<file path="src/fbcmd_pkg.sv">
package fbcmd_pkg;

    // Exchange word layout.
    localparam int WORD_W = 32;
    localparam int TOGGLE_BIT = 0;
    localparam int RDSEL_LO = 1;
    localparam int RDSEL_HI = 5;
    localparam int CMD_LO = 6;
    localparam int CMD_HI = 10;
    localparam int EXP_LO = 16;
    localparam int EXP_HI = 23;
    localparam int VALUE_HI = 15;
    localparam int ERR_LO = 11;
    localparam int ERR_HI = 15;

    // Read data selection codes.
    localparam logic [4:0] RD_ACTUAL = 5'h00;
    localparam logic [4:0] RD_GROSS = 5'h01;
    localparam logic [4:0] RD_TARE = 5'h02;
    localparam logic [4:0] RD_CAL = 5'h03;
    localparam logic [4:0] RD_EXPANDED = 5'h1f;

    // Write command codes.
    localparam logic [4:0] CMD_ZERO_ADJ = 5'h01;
    localparam logic [4:0] CMD_SPAN_ADJ = 5'h02;
    localparam logic [4:0] CMD_EXPANDED = 5'h1f;

    // Expanded command codes with their parameter slots.
    localparam logic [7:0] EXP_FILTER = 8'h40;
    localparam logic [7:0] EXP_ZERO_RANGE = 8'h42;
    localparam logic [7:0] EXP_MOTION = 8'h45;
    localparam logic [7:0] EXP_PREACT = 8'h62;
    localparam logic [7:0] EXP_END_IND = 8'h67;
    localparam logic [7:0] EXP_MAX_FILL = 8'h69;
    localparam int PARAM_DEPTH = 8;
    localparam int PARAM_AW = 3;
    localparam logic [2:0] SLOT_FILTER = 3'h0;
    localparam logic [2:0] SLOT_ZERO_RANGE = 3'h1;
    localparam logic [2:0] SLOT_MOTION = 3'h2;
    localparam logic [2:0] SLOT_PREACT = 3'h3;
    localparam logic [2:0] SLOT_END_IND = 3'h4;
    localparam logic [2:0] SLOT_MAX_FILL = 3'h5;

    // Parameter values after reset, one per slot.
    localparam logic [PARAM_DEPTH*WORD_W-1:0] PARAM_RESET = {
        32'h0, 32'h0, 32'h0000_2710, 32'h0000_0001,
        32'h0000_0001, 32'h0000_0001, 32'h0000_0002, 32'h0000_0003};

    // Calibration status low byte values.
    localparam logic [7:0] CAL_ST_READY = 8'h01;
    localparam logic [7:0] CAL_ST_ZERO = 8'h03;
    localparam logic [7:0] CAL_ST_SPAN = 8'h04;
    localparam logic [7:0] CAL_ST_FAIL = 8'h09;

    // Software register offsets.
    localparam logic [7:0] REG_IRQ_STAT = 8'h00;
    localparam logic [7:0] REG_IRQ_MASK = 8'h04;
    localparam logic [7:0] REG_CAL_STAT = 8'h08;
    localparam logic [7:0] REG_LAST_CMD = 8'h0c;
    localparam logic [7:0] REG_PARAM_SEL = 8'h10;
    localparam logic [7:0] REG_PARAM_DATA = 8'h14;

    // Interrupt status bits.
    localparam int IRQ_W = 4;
    localparam int IRQ_PARAM = 0;
    localparam int IRQ_CAL_DONE = 1;
    localparam int IRQ_CAL_FAIL = 2;
    localparam int IRQ_IGNORED = 3;
    localparam logic [IRQ_W-1:0] IRQ_MASK_RESET = 4'h0;

    // Cycles after reset release before the toggle bit is trusted.
    localparam logic [1:0] PRIME_CYCLES = 2'h3;

    typedef enum logic [3:0] {
        CAL_READY = 4'b0001,
        CAL_ZERO = 4'b0010,
        CAL_SPAN = 4'b0100,
        CAL_FAIL = 4'b1000
    } cal_state_e;

    typedef struct packed {
        logic [WORD_W-1:0] first_exchange_word;
        logic [WORD_W-1:0] second_exchange_word;
    } exch_s;

    typedef struct packed {
        logic [7:0] addr;
        logic [WORD_W-1:0] wdata;
        logic wr;
        logic rd;
    } sw_req_s;

    typedef struct packed {
        logic zero_start;
        logic span_start;
        logic [WORD_W-1:0] test_weight;
    } cal_req_s;

endpackage

</file>
<file path="src/param_store.sv">
`timescale 1ns/1ps
// Small parameter memory: one write port, two read ports with registered data.
module param_store #(
    parameter int DEPTH = fbcmd_pkg::PARAM_DEPTH,
    parameter int AW = fbcmd_pkg::PARAM_AW,
    parameter int W = fbcmd_pkg::WORD_W
) (
    input wire logic clk_i,
    input wire logic nrst_i,
    input wire logic we_i,
    input wire logic [AW-1:0] waddr_i,
    input wire logic [W-1:0] wdata_i,
    input wire logic [AW-1:0] raddr_a_i,
    output logic [W-1:0] rdata_a_o,
    input wire logic [AW-1:0] raddr_b_i,
    output logic [W-1:0] rdata_b_o
);
    import fbcmd_pkg::*;

    logic [W-1:0] mem_r [DEPTH];

    // Contents come up with defined values so the filling logic never sees junk.
    always_ff @(posedge clk_i or negedge nrst_i) begin
        if (!nrst_i) begin
            for (int i = 0; i < DEPTH; i++) begin
                mem_r[i] <= PARAM_RESET[i*W +: W];
            end
        end else if (we_i) begin
            mem_r[waddr_i] <= wdata_i;
        end
    end

    // Both read ports are registered.
    always_ff @(posedge clk_i or negedge nrst_i) begin
        if (!nrst_i) begin
            rdata_a_o <= '0;
            rdata_b_o <= '0;
        end else begin
            rdata_a_o <= mem_r[raddr_a_i];
            rdata_b_o <= mem_r[raddr_b_i];
        end
    end
endmodule

</file>
<file path="src/fieldbus_param_cal.sv">
`timescale 1ns/1ps
module fieldbus_param_cal (
    input wire logic clk_i,
    input wire logic nrst_i,
    input fbcmd_pkg::exch_s exch_in_i,
    output fbcmd_pkg::exch_s exch_out_o,
    input wire logic [31:0] weight_actual_i,
    input wire logic [31:0] weight_gross_i,
    input wire logic [31:0] weight_tare_i,
    input wire logic [4:0] weigh_err_i,
    output fbcmd_pkg::cal_req_s cal_req_o,
    input wire logic cal_done_i,
    input wire logic cal_fail_i,
    input wire logic [7:0] cal_err_code_i,
    input fbcmd_pkg::sw_req_s sw_req_i,
    output logic [31:0] sw_rdata_o,
    output logic irq_o
);
    import fbcmd_pkg::*;

    // Maps an expanded code to its parameter slot; bit 3 flags a code in use.
    function automatic logic [3:0] exp_slot(input logic [7:0] code);
        logic [3:0] res;
        res = 4'h0;
        if (code == EXP_FILTER) begin
            res = {1'b1, SLOT_FILTER};
        end else if (code == EXP_ZERO_RANGE) begin
            res = {1'b1, SLOT_ZERO_RANGE};
        end else if (code == EXP_MOTION) begin
            res = {1'b1, SLOT_MOTION};
        end else if (code == EXP_PREACT) begin
            res = {1'b1, SLOT_PREACT};
        end else if (code == EXP_END_IND) begin
            res = {1'b1, SLOT_END_IND};
        end else if (code == EXP_MAX_FILL) begin
            res = {1'b1, SLOT_MAX_FILL};
        end
        return res;
    endfunction

    exch_s sync1_r;
    exch_s sync2_r;
    logic tog_seen_r;
    logic [1:0] prime_r;
    logic cmd_evt;
    logic [4:0] cmd_code;
    logic [7:0] exp_code;
    logic [3:0] wr_slot;
    logic [3:0] rd_slot;
    logic param_we;
    logic ignored_evt;
    logic [31:0] param_fb_rdata;
    logic [31:0] param_sw_rdata;
    cal_state_e cal_state_r;
    cal_state_e cal_state_nxt;
    logic [7:0] cal_err_r;
    logic [7:0] cal_low;
    logic [31:0] cal_word;
    logic [IRQ_W-1:0] irq_stat_r;
    logic [IRQ_W-1:0] irq_mask_r;
    logic [IRQ_W-1:0] irq_set;
    logic [15:0] last_cmd_r;
    logic [PARAM_AW-1:0] param_sel_r;
    logic [PARAM_AW-1:0] param_raddr_b;
    logic cal_ok_evt;
    logic cal_fail_evt;

    // Both PLC words come from the fieldbus side, so they pass two stages first.
    always_ff @(posedge clk_i or negedge nrst_i) begin
        if (!nrst_i) begin
            sync1_r <= '0;
            sync2_r <= '0;
        end else begin
            sync1_r <= exch_in_i;
            sync2_r <= sync1_r;
        end
    end

    // The toggle is only tracked, not executed, until the synchroniser holds
    // real pin data; a PLC that leaves the bit high across reset runs nothing.
    always_ff @(posedge clk_i or negedge nrst_i) begin
        if (!nrst_i) begin
            prime_r <= 2'h0;
            tog_seen_r <= 1'b0;
        end else begin
            if (prime_r != PRIME_CYCLES) begin
                prime_r <= prime_r + 2'h1;
            end
            tog_seen_r <= sync2_r.second_exchange_word[TOGGLE_BIT];
        end
    end

    // A command exists for exactly one cycle per level change of the apply bit.
    assign cmd_evt = (prime_r == PRIME_CYCLES) &&
                     (sync2_r.second_exchange_word[TOGGLE_BIT] != tog_seen_r);
    assign cmd_code = sync2_r.second_exchange_word[CMD_HI:CMD_LO];
    assign exp_code = sync2_r.first_exchange_word[EXP_HI:EXP_LO];
    assign wr_slot = exp_slot(exp_code);
    assign rd_slot = exp_slot(exp_code);

    // Parameter is written only on the apply edge, and only for codes in use.
    assign param_we = cmd_evt && (cmd_code == CMD_EXPANDED) && wr_slot[3];
    // A refused command still raises a flag, so software can see that it was dropped.
    assign ignored_evt = cmd_evt && !param_we && !(cal_state_r == CAL_READY &&
                         (cmd_code == CMD_ZERO_ADJ || cmd_code == CMD_SPAN_ADJ));

    // A slot select written just before a data read must already steer the port,
    // or back-to-back software accesses would return the previous slot.
    assign param_raddr_b = (sw_req_i.wr && sw_req_i.addr == REG_PARAM_SEL) ?
                           sw_req_i.wdata[PARAM_AW-1:0] : param_sel_r;

    param_store #(
        .DEPTH(PARAM_DEPTH),
        .AW(PARAM_AW),
        .W(WORD_W)
    ) u_params (
        .clk_i(clk_i),
        .nrst_i(nrst_i),
        .we_i(param_we),
        .waddr_i(wr_slot[2:0]),
        .wdata_i({16'h0, sync2_r.first_exchange_word[VALUE_HI:0]}),
        .raddr_a_i(rd_slot[2:0]),
        .rdata_a_o(param_fb_rdata),
        .raddr_b_i(param_raddr_b),
        .rdata_b_o(param_sw_rdata)
    );

    // Calibration sequencer; new calibration commands are refused while it is busy.
    always_comb begin
        cal_state_nxt = cal_state_r;
        case (cal_state_r)
            CAL_READY: begin
                if (cmd_evt && cmd_code == CMD_ZERO_ADJ) begin
                    cal_state_nxt = CAL_ZERO;
                end else if (cmd_evt && cmd_code == CMD_SPAN_ADJ) begin
                    cal_state_nxt = CAL_SPAN;
                end
            end
            CAL_ZERO, CAL_SPAN: begin
                if (cal_fail_i) begin
                    cal_state_nxt = CAL_FAIL;
                end else if (cal_done_i) begin
                    cal_state_nxt = CAL_READY;
                end
            end
            CAL_FAIL: begin
                if (cmd_evt) begin
                    cal_state_nxt = CAL_READY;
                end
            end
            default: cal_state_nxt = CAL_READY;
        endcase
    end

    // State register of the calibration sequencer.
    always_ff @(posedge clk_i or negedge nrst_i) begin
        if (!nrst_i) begin
            cal_state_r <= CAL_READY;
        end else begin
            cal_state_r <= cal_state_nxt;
        end
    end

    // Done and fail are only heard while a calibration runs; stray pulses are dropped.
    assign cal_ok_evt = (cal_state_r == CAL_ZERO || cal_state_r == CAL_SPAN) &&
                        !cal_fail_i && cal_done_i;
    assign cal_fail_evt = (cal_state_r == CAL_ZERO || cal_state_r == CAL_SPAN) && cal_fail_i;

    // Error code is captured at failure and cleared on the next start.
    always_ff @(posedge clk_i or negedge nrst_i) begin
        if (!nrst_i) begin
            cal_err_r <= 8'h0;
        end else if (cal_fail_evt) begin
            cal_err_r <= cal_err_code_i;
        end else if (cal_state_r == CAL_READY && cal_state_nxt != CAL_READY) begin
            cal_err_r <= 8'h0;
        end
    end

    // Start pulses go out in the cycle after acceptance; test weight is held.
    always_ff @(posedge clk_i or negedge nrst_i) begin
        if (!nrst_i) begin
            cal_req_o <= '0;
        end else begin
            cal_req_o.zero_start <= (cal_state_r == CAL_READY) &&
                                    (cal_state_nxt == CAL_ZERO);
            cal_req_o.span_start <= (cal_state_r == CAL_READY) &&
                                    (cal_state_nxt == CAL_SPAN);
            if (cal_state_r == CAL_READY && cal_state_nxt == CAL_SPAN) begin
                cal_req_o.test_weight <= sync2_r.first_exchange_word;
            end
        end
    end

    // Status low byte follows the sequencer state directly.
    always_comb begin
        case (cal_state_r)
            CAL_ZERO: cal_low = CAL_ST_ZERO;
            CAL_SPAN: cal_low = CAL_ST_SPAN;
            CAL_FAIL: cal_low = CAL_ST_FAIL;
            default: cal_low = CAL_ST_READY;
        endcase
    end
    assign cal_word = {16'h0, cal_err_r, cal_low};

    // Words back to the PLC. Parameter reads lag one cycle behind the memory.
    always_ff @(posedge clk_i or negedge nrst_i) begin
        if (!nrst_i) begin
            exch_out_o <= '0;
        end else begin
            case (sync2_r.second_exchange_word[RDSEL_HI:RDSEL_LO])
                RD_ACTUAL: exch_out_o.first_exchange_word <= weight_actual_i;
                RD_GROSS: exch_out_o.first_exchange_word <= weight_gross_i;
                RD_TARE: exch_out_o.first_exchange_word <= weight_tare_i;
                RD_CAL: exch_out_o.first_exchange_word <= cal_word;
                RD_EXPANDED: exch_out_o.first_exchange_word <= param_fb_rdata;
                default: exch_out_o.first_exchange_word <= 32'h0;
            endcase
            // Error bits let the PLC reject weights; bit 0 echoes the last apply.
            exch_out_o.second_exchange_word <= {16'h0, weigh_err_i, 10'h0, tog_seen_r};
        end
    end

    // Interrupt sources in the bit order of the status register.
    assign irq_set = {ignored_evt, cal_fail_evt, cal_ok_evt, param_we};

    // Sticky status cleared by reading it; a new event in the same cycle wins.
    always_ff @(posedge clk_i or negedge nrst_i) begin
        if (!nrst_i) begin
            irq_stat_r <= '0;
        end else if (sw_req_i.rd && sw_req_i.addr == REG_IRQ_STAT) begin
            irq_stat_r <= irq_set;
        end else begin
            irq_stat_r <= irq_stat_r | irq_set;
        end
    end

    assign irq_o = |(irq_stat_r & irq_mask_r);

    // Software writable registers.
    always_ff @(posedge clk_i or negedge nrst_i) begin
        if (!nrst_i) begin
            irq_mask_r <= IRQ_MASK_RESET;
            param_sel_r <= '0;
        end else if (sw_req_i.wr) begin
            if (sw_req_i.addr == REG_IRQ_MASK) begin
                irq_mask_r <= sw_req_i.wdata[IRQ_W-1:0];
            end else if (sw_req_i.addr == REG_PARAM_SEL) begin
                param_sel_r <= sw_req_i.wdata[PARAM_AW-1:0];
            end
        end
    end

    // Record of the last applied command, executed or refused, for the instrument processor.
    always_ff @(posedge clk_i or negedge nrst_i) begin
        if (!nrst_i) begin
            last_cmd_r <= 16'h0;
        end else if (cmd_evt) begin
            last_cmd_r <= {exp_code, 3'h0, cmd_code};
        end
    end

    // Read data stand in the cycle after the strobe only; unmapped reads zero.
    always_ff @(posedge clk_i or negedge nrst_i) begin
        if (!nrst_i) begin
            sw_rdata_o <= 32'h0;
        end else if (!sw_req_i.rd) begin
            sw_rdata_o <= 32'h0;
        end else if (sw_req_i.addr == REG_IRQ_STAT) begin
            sw_rdata_o <= {28'h0, irq_stat_r};
        end else if (sw_req_i.addr == REG_IRQ_MASK) begin
            sw_rdata_o <= {28'h0, irq_mask_r};
        end else if (sw_req_i.addr == REG_CAL_STAT) begin
            sw_rdata_o <= cal_word;
        end else if (sw_req_i.addr == REG_LAST_CMD) begin
            sw_rdata_o <= {16'h0, last_cmd_r};
        end else if (sw_req_i.addr == REG_PARAM_SEL) begin
            sw_rdata_o <= {29'h0, param_sel_r};
        end else if (sw_req_i.addr == REG_PARAM_DATA) begin
            sw_rdata_o <= param_sw_rdata;
        end else begin
            sw_rdata_o <= 32'h0;
        end
    end
endmodule

</file>
<file path="config.mk">
export PLATFORM = sky130hd
export DESIGN_NAME = fieldbus_param_cal
export DESIGN_NICKNAME = d
export VERILOG_FILES = /design/src/fbcmd_pkg.sv /design/src/param_store.sv /design/src/fieldbus_param_cal.sv
export SDC_FILE = /design/constraint.sdc
export NUM_CORES = 1
export LEC_CHECK = 0
export CAP_MARGIN = 20
export CORE_MARGIN = 2
export CORE_UTILIZATION = 35
export CTS_CLUSTER_SIZE = 10
export DETAILED_ROUTE_END_ITERATION = 10
export DONT_BUFFER_PORTS = 1
export GPL_ROUTABILITY_DRIVEN = 0
export PLACE_DENSITY = 0.49
export SYNTH_ARGS = -nofsm -noshare
export SYNTH_HDL_FRONTEND = slang
export SYNTH_SLANG_ARGS = --single-unit
export TNS_END_PERCENT = 50
</file>
<file path="constraint.sdc">
create_clock -name clk_i -period 3.8 [get_ports clk_i]
set_input_delay 0.76 -clock clk_i [delete_from_list [all_inputs] [get_ports clk_i]]
set_output_delay 0.76 -clock clk_i [all_outputs]
set_load 0.005 [all_outputs]
</file>
Word-level counts from Yosys, hierarchy flattened:

Index checks and enable logic that the tools add are counted.
W data, S select, Z words.

* output and inout port bits: 131
* bits in read-only memories: 0
* logic and storage cells: 128
* bits of input ports: 219
* register bits: 549
* memories kept: 0
* bits in latches: 0
* RAM bits: 0

* multiplexer cells: 34
* reductions and logical operators: 29
* multiply operators: 0
* magnitude comparators: 3
* div/mod/pow operators: 0
* $add $sub $neg: 1
* shift-type cells: 0
* bitwise gates (word level): 5
* eq/ne operators: 28

Operators by type and width (count)
* $mux W32: 12
* $bwmux W256: 1
* $bmux W32 S3: 2
* $pmux W32 S5: 1
* $demux W32 S3: 1
* $eq A8 B7 Y1 const B: 6
* $mux W4: 12
* $pmux W4 S3: 2
* $logic_and A1 B1 Y1: 17
* $eq A8 B4 Y1 const B: 2
* $eq A8 B5 Y1 const B: 2
* $mux W8: 2
* $eq A5 B2 Y1 const B: 3
* $eq A5 B1 Y1 const B: 2
* $eq A5 B5 Y1 const B: 2
* $eq A4 B2 Y1 const B: 2
* $eq A4 B3 Y1 const B: 2
* $eq A8 B3 Y1 const B: 1
* $ge A4 B4 Y1 const B: 2
* $logic_not A8 Y1: 1
* $not A3 Y4: 2
* $logic_not A5 Y1: 1
* $and A4 B4 Y4: 1
* $eq A4 B1 Y1 const B: 1
* other kinds (17): 20

Logic depth before layout (Yosys ltp):

Gate-level depths: netlist of the first run.

* depth after elaboration: 13
* depth in mapped cells: 8
* mapped depth without buffers: 5

Hierarchy:

Synthesis of the first run repeated with hierarchy kept, for this count alone.

* cell total of the unflattened synthesis: 1480
* area, all modules: 23943.0 sq um

Modules (own cells, without submodules)
* param_store: times used 1, area each 15339.7 sq um, cells each 843, seq. area each 8021.4 sq um
* fieldbus_param_cal: times used 1, area each 8603.3 sq um, cells each 637, seq. area each 5731.7 sq um

Worst setup path after synthesis of the first run:

Ideal clock, no wire load.

* kind: input to register
* start: in sw_req_i[36] (netlist bit)
* end: reg u_params.rdata_b_o[1]
* path buffers: 3
* stages on the path: 8
* data required time: 3.675 ns
* arrival time: 2.314 ns
* library setup time: 0.125 ns
* path slack: 1.361 ns
* cells stage by stage: clkbuf_1 -> and3b_1 -> clkbuf_1 -> buf_1 -> a32oi_1 -> nor3_1 -> mux2i_1 -> mux2_2

* longest elaborated chain between the ends: 7

Ends and longest elaborated chain
* start, declared: line fieldbus_param_cal.sv:15 `input fbcmd_pkg::sw_req_s sw_req_i,`
* $eq A8 B5 Y1: line fieldbus_param_cal.sv:109 `assign param_raddr_b = (sw_req_i.wr && sw_req_i.addr == REG_PARAM_SEL) ?`
* $logic_and A1 B1 Y1: line fieldbus_param_cal.sv:109
* $mux W3: line fieldbus_param_cal.sv:109
* $not A3 Y4 (implied by the code): line param_store.sv:40 `rdata_b_o <= mem_r[raddr_b_i];`
* $bmux W32 S3: line param_store.sv:40
* $mux W32 (implied by the code) (2 in series): line param_store.sv:40
* end signal, assigned: line param_store.sv:40
* end, declared: line param_store.sv:16 `output logic [W-1:0] rdata_b_o`

No other way between the ends. The select of a mux whose other input is x is not followed.
A chain may end at the register's enable or synchronous reset.

Final worst setup path of the first run:

* start: reg sync2_r, in the netlist exp_code[3]
* end: reg u_params.rdata_a_o[1]

* longest elaborated chain between the ends: 11
* elaborated cells on any way between the ends: 16
* classes of those cells: eq/ne: 6; mux: 9; bitwise: 1

Ends and longest elaborated chain
* start, declared: line fieldbus_param_cal.sv:42 `exch_s sync2_r;`
* start signal, assigned: line fieldbus_param_cal.sv:75 `sync2_r <= sync1_r;`
* $eq A8 B7 Y1: line fieldbus_param_cal.sv:35 `end else if (code == EXP_MAX_FILL) begin`
* $mux W4: line fieldbus_param_cal.sv:35
* $mux W4
* $mux W4: line fieldbus_param_cal.sv:31 `end else if (code == EXP_PREACT) begin`
* $mux W4: line fieldbus_param_cal.sv:29 `end else if (code == EXP_MOTION) begin`
* $mux W4: line fieldbus_param_cal.sv:27 `end else if (code == EXP_ZERO_RANGE) begin`
* $mux W4 (*)
* $not A3 Y4 (implied by the code) (*): line param_store.sv:39 `rdata_a_o <= mem_r[raddr_a_i];`
* $bmux W32 S3 (*): line param_store.sv:39
* $mux W32 (implied by the code) (*) (2 in series): line param_store.sv:39
* end signal, assigned: line param_store.sv:39
* end, declared: line param_store.sv:14 `output logic [W-1:0] rdata_a_o,`

Mark *: on every way between the ends. The rest lies on a longest branch, timed or not. The select of a mux whose other input is x is not followed.

==> impl_metrics.py, run 1 <==
metrics = {
    "run_status": {
        "status": "finished, violations left",
        "violations": "negative hold slack",
    },
    "route": {
        "drt_iter0_drc": 1081,
        "vias": 12800,
        "ant_nets": 0,
        "first_pass_iters": 9,
        "drc": 0,
        "wirelength_mm": 52.4,
        "viasPerCell": 5.62,
        "wire_per_inst_um": 22.9,
    },
    "logic_synthesis": {
        "synth-async-reset-ratio": 1.00,
        "yosys-top-cells-area": "dfrtp_1 (50%), mux2_2 (8.8%), nand2b_1 (4.6%)",
        "ys_seq_area_frac": 0.519,
        "syn_area_per_cell_sq_um": 10.7,
        "synthFlopType": "dfrtp_1",
        "yosysTopAreaCell": "dfrtp_1",
        "synth_top_area_frac": 0.502,
        "ys_seq_elements": 373,
        "synth_edf_count": 0,
        "syn_inst": 1676,
        "yosys_warnings": 0,
        "synth_area_sq_um": 18000,
        "synth_cell_types": 70,
    },
    "clocking": {
        "clock_sinks": 373,
        "cts_resized": 0,
        "post-cts-setup-buffers": 0,
        "path_clk_slew_ns": 0.05,
        "cts_tree": "done",
        "clock_latency_ns": 0.59,
        "cts_max_level": 2,
        "cts_made_buffers": 46,
        "clock_path_buffers": 3,
        "cts_root_buf": "clkbuf_16",
    },
    "sta": {
        "hold_ws_ns": -0.118,
        "fin_worst_skew_ns": 0.0225,
        "slew_headroom": 0.279,
        "fin_crit_ns": 2.98,
        "hold_violations": 168,
        "fin_ws_ns": 0.820,
        "drv_slew": 0,
        "final.period_utilization": 0.784,
        "finalSetupTns_ns": 0,
        "rsz0062_at_grt": "no",
        "fmax_mhz": 336,
        "setup_viol": 0,
        "tightest_slew_ns": 1.07,
    },
    "final_layout": {
        "antenna_cells": 0,
        "finalNetCount": 1800,
        "post-route-cell-area_sq_um": 19700,
        "drive_gt1_frac": 0.170,
        "final_common_cell": "dfrtp_1",
        "layout_common_cells": "dfrtp_1 (360), nand2_1 (183), mux2_2 (141)",
        "area_growth_pct": 9.47,
    },
    "grt": {
        "antenna_found_initial": 3,
        "overflow": 0,
        "grt_usage": 0.193,
        "grt_pass1_wl_mm": 79.1,
        "grt_max_degree": 374,
        "grt_pass1_vias": 12700,
    },
    "floorplan": {
        "row_count": 83,
        "die_y_um": 231,
        "dieArea_sq_um": 53300,
        "start_util": 0.353,
        "core_sq_um": 51100,
        "boundaryPins": 350,
        "die_w_um": 231,
    },
    "hold_path": {
        "hp-class": "in -> async",
    },
    "setup_path": {
        "crit_type": "reg -> reg",
        "endpoint_kind": "flop",
        "worst_setup_path_start_kind": "flop",
        "r2r_setup_slack_ns": 0.82,
        "arrival_ns": 3.38,
        "cp_max_fo": 20,
        "critPathRequiredTime_ns": 4.20,
    },
    "power": {
        "powerDensity_nw_per_um2": 440,
        "max-vdd-ir-drop_v": 0.000268,
        "total_power_mw": 8.68,
        "p_leak_nw": 8.27,
    },
    "placement": {
        "port_buffers": 0,
        "hpwl_mm": 31.9,
        "dpl-instance-area_sq_um": 18400,
        "pre_cts_ws_ns": 0.871,
    },
    "job": {
        "cap_violations": 0,
    },
}
-- through the flow --
stage,util,cells
2_1_floorplan,-,1717
3_3_place_gp,0.359,2211
3_5_place_dp,0.359,2211
4_1_cts,0.386,2287
5_1_grt,0.386,2288
6_report,0.386,2288
-- state kept, by name, indices dropped and copies added (netlist names), 2 cells and up --
signal and flops:
cmd_code 5, cal_state_r 4, cal_err_r 8, exch_out_o 38, sw_rdata_o 16, u_params.rdata_b_o 16
irq_stat_r 4, sync2_r 30, u_params.mem_r 128, u_params.rdata_a_o 16, param_sel_r 3, exp_code 8
last_cmd_r 13, cal_req_o 34, prime_r 2, irq_mask_r 4, sync1_r 43
-- synthesized netlist by cell type (14+ instances only) --
master,instances
buf_4,52
mux2i_1,49
mux2_1,22
clkbuf_1,134
a22o_1,33
nand2_1,183
a222oi_1,14
a21oi_1,24
a32oi_1,66
nor3_1,70
nor2_1,54
nand2b_1,132
a211oi_1,17
nor4_1,131
dfrtp_1,361
a31oi_1,18
mux2_2,141
a22oi_1,40
buf_2,16
-- worst paths after layout --
check,startpoint,to,depth (start not counted)
worst min-delay path,nrst_i,sw_rdata_o[10]$_DFF_PN0_,0
max in group asynchronous,nrst_i,sync1_r[43]$_DFF_PN0_,0
worst max register to register,exp_code[3]$_DFF_PN0_,u_params.rdata_a_o[1]$_DFF_PN0_,7
worst max-delay path,exp_code[3]$_DFF_PN0_,u_params.rdata_a_o[1]$_DFF_PN0_,7
worst min register to register,sync1_r[47]$_DFF_PN0_,sync2_r[47]$_DFF_PN0_,0
min in group clk_i,exch_in_i[55],sync1_r[55]$_DFF_PN0_,0
-- worst max-delay path: stages (launching register included) --
cell	delay (ns)
dfrtp_1	0.61
nand3b_1	0.23
a211oi_4	0.09
buf_4	0.23
nor2_2	0.55
buf_4	0.41
a211oi_1	0.12
a31oi_1	0.54
-- cell type report --
cell class	instances	area, sq um
fill	4913	31400
sequential	373	9350
multi-input combinational	1118	7780
clock buffer	69	1290
tap	680	851
timing repair buffer	34	368
clock inverter	7	58.8
inverter	7	26.3
-- report_power, final --
| group | internal, mW | total [mW] | leakage, nW | switching (mW) |
|---|---|---|---|---|
| registers | 4.14 | 4.29 | 4.86 | 0.145 |
| logic | 0.176 | 0.406 | 2.76 | 0.231 |
| clock network | 2.32 | 3.99 | 0.648 | 1.67 |
-- logic make-up after synthesis --
logic type,share of synthesized area
multiplexers,0.130
buffers and inverters,0.0607
AND/OR/NAND/NOR,0.183
other,0.000208
AO/OA/AOI/OAI,0.104
adder cells (fa/ha/maj),0.000695
XOR/XNOR,0.00195
flip-flops,0.519
-- routing by layer --
| metal | global-route usage | routed length, um | vias up |
|---|---|---|---|
| li1 | - | - | 5792 |
| met1 | 0.255 | 22700 | 6440 |
| met2 | 0.313 | 24800 | 539 |
| met3 | 0.0396 | 3710 | 77 |
| met4 | 0.0688 | 1290 | 0 |
| met5 | 0 | 0 | - |
Note: power is estimated with default switching activity, not from simulation.
==> run 2: changes to the inputs <==
- PLACE_DENSITY: 0.49 -> 0.51
- clock period: 3.8 -> 2.6 ns (I/O delays scaled with it)
==> impl_metrics.py, run 2 (synthesis results as in run 1) <==
metrics = {
    "sta": {
        "setup_viol": 0,
        "hold_violations": 366,
        "tightest_slew_ns": 0.771,
        "hold_ws_ns": -0.371,
        "slew_headroom": 0.484,
        "final.period_utilization": 0.960,
        "finalSetupTns_ns": 0,
        "rsz0062_at_grt": "no",
        "fin_worst_skew_ns": 0.0271,
        "fmax_mhz": 401,
        "fin_crit_ns": 2.50,
        "drv_slew": 0,
    },
    "power": {
        "total_power_mw": 13.0,
        "powerDensity_nw_per_um2": 623,
        "p_leak_nw": 8.85,
        "max-vdd-ir-drop_v": 0.000348,
    },
    "setup_path": {
        "cp_cell_sequence": "or3b_1, a211oi_4, buf_4, a22o_1, a211oi_1, a31oi_1, buf_4",
        "crit_buf_inv": 2,
        "crit_type": "reg -> reg",
        "cp_max_fo": 18,
        "critPathRequiredTime_ns": 3.11,
        "slowest_stage": "or3b_1",
        "arrival_ns": 3.00,
        "cp_common_cell": "buf_4",
        "crit_cells": 7,
        "worst_setup_path_start_kind": "flop",
        "endpoint_kind": "flop",
        "critPathMaxStageDelay_ns": 0.53,
        "crit_family": "compound AO/OA/AOI/OAI gates",
        "reg2regPathDepth": 7,
    },
    "final_layout": {
        "reg.largest.list": "u_params.mem_r x128, sync1_r x43, exch_out_o x38",
        "layout_common_cells": "dfrtp_1 (360), nand2_1 (183), mux2_2 (141)",
        "drive_gt1_frac": 0.191,
        "post-route-cell-area_sq_um": 20900,
        "regMostFlops": "u_params.mem_r",
        "area_growth_pct": 16.1,
        "finalNetCount": 1900,
        "seq_area_sq_um": 9350,
        "final_core_utilization": 0.409,
        "final_common_cell": "dfrtp_1",
        "multi_input_area_sq_um": 7770,
        "fillCellCount": 4884,
        "largest_reg_flops": 128,
    },
    "clocking": {
        "clock_sinks": 373,
        "post-cts-setup-buffers": 0,
        "path_clk_slew_ns": 0.06,
        "cts_root_buf": "clkbuf_16",
        "clock_path_buffers": 3,
        "cts_resized": 0,
        "cts_tree": "done",
        "cts_max_level": 2,
        "cts_made_buffers": 46,
        "clock_latency_ns": 0.59,
        "ctsHoldBuffers": 48,
    },
    "route": {
        "drc": 0,
        "first_pass_iters": 7,
        "vias": 13300,
        "wirelength_mm": 52.8,
        "wire_per_inst_um": 22.0,
        "viasPerCell": 5.54,
        "ant_nets": 0,
        "drt_iter0_drc": 1035,
    },
    "grt": {
        "overflow": 0,
        "grt_pass1_vias": 12900,
        "antenna_found_initial": 3,
        "grt_max_degree": 374,
        "grt_usage": 0.195,
        "grt_pass1_wl_mm": 80.5,
    },
    "floorplan": {
        "die_w_um": 231,
        "boundaryPins": 350,
        "start_util": 0.353,
        "dieArea_sq_um": 53300,
        "die_y_um": 231,
        "core_sq_um": 51100,
        "row_count": 83,
    },
    "placement": {
        "hpwl_mm": 34.1,
        "port_buffers": 0,
        "dpl-instance-area_sq_um": 19000,
    },
    "hold_path": {
        "hp-class": "in -> async",
    },
    "run_status": {
        "violations": "negative hold slack",
        "status": "finished, violations left",
    },
    "job": {
        "cap_violations": 0,
    },
}
==> run 2: worst paths after layout <==
check / startpoint / to / slack, ns
worst max-delay path: exp_code[7]$_DFF_PN0_ / u_params.rdata_a_o[2]$_DFF_PN0_ / 0.10
worst min-delay path: nrst_i / cal_state_r[2]$_DFF_PN0_ / -0.37
worst max register to register: exp_code[7]$_DFF_PN0_ / u_params.rdata_a_o[2]$_DFF_PN0_ / 0.10
worst min register to register: sync1_r[48]$_DFF_PN0_ / exp_code[0]$_DFF_PN0_ / 0.34
max in group asynchronous: nrst_i / cal_req_o[14]$_DFFE_PN0P_ / 2.35
min in group clk_i: weight_actual_i[4] / exch_out_o[36]$_DFF_PN0_ / 0.05
==> run 2: worst reg2reg max path: stages, from the launching register on <==
cell and delay, ns:
dfrtp_1 0.41, or3b_1 0.53, a211oi_4 0.39, buf_4 0.36, a22o_1 0.18, a211oi_1 0.05, a31oi_1 0.28, buf_4 0.22
==> run 2: final cells by class <==
type,count,share of cell area
Antenna cell,4,0.000479
Clock buffer,75,0.0631
Clock inverter,7,0.00533
Inverter,7,0.00126
Multi-Input combinational cell,1118,0.372
Sequential cell,373,0.447
Tap cell,680,0.0407
Timing Repair Buffer,134,0.0700
==> run 2: layer usage <==
layer  vias up  share of wire  track usage
met2       535           0.47        0.313
met4         0          0.023       0.0569
met1      6635           0.44        0.267
li1       6019              -            -
met3        84          0.069       0.0398
met5         -              0            0
==> run 2: metrics by stage <==
step | worst slack, ns | hold slack (ns) | std cells
6_report | 0.104 | -0.371 | 2398
5_1_grt | 0.00233 | -0.392 | 2396
2_1_floorplan | 0.369 | 0.224 | 1717
3_5_place_dp | 0.108 | 0.235 | 2264
4_1_cts | 0.0826 | -0.401 | 2394
3_3_place_gp | 0.120 | 0.235 | 2264
==> run 2: where the power goes <==
part           total [mW]  switching [mW]  internal [mW]
logic               0.710           0.365          0.345
registers            6.25           0.195           6.05
clock network        6.07            2.50           3.57
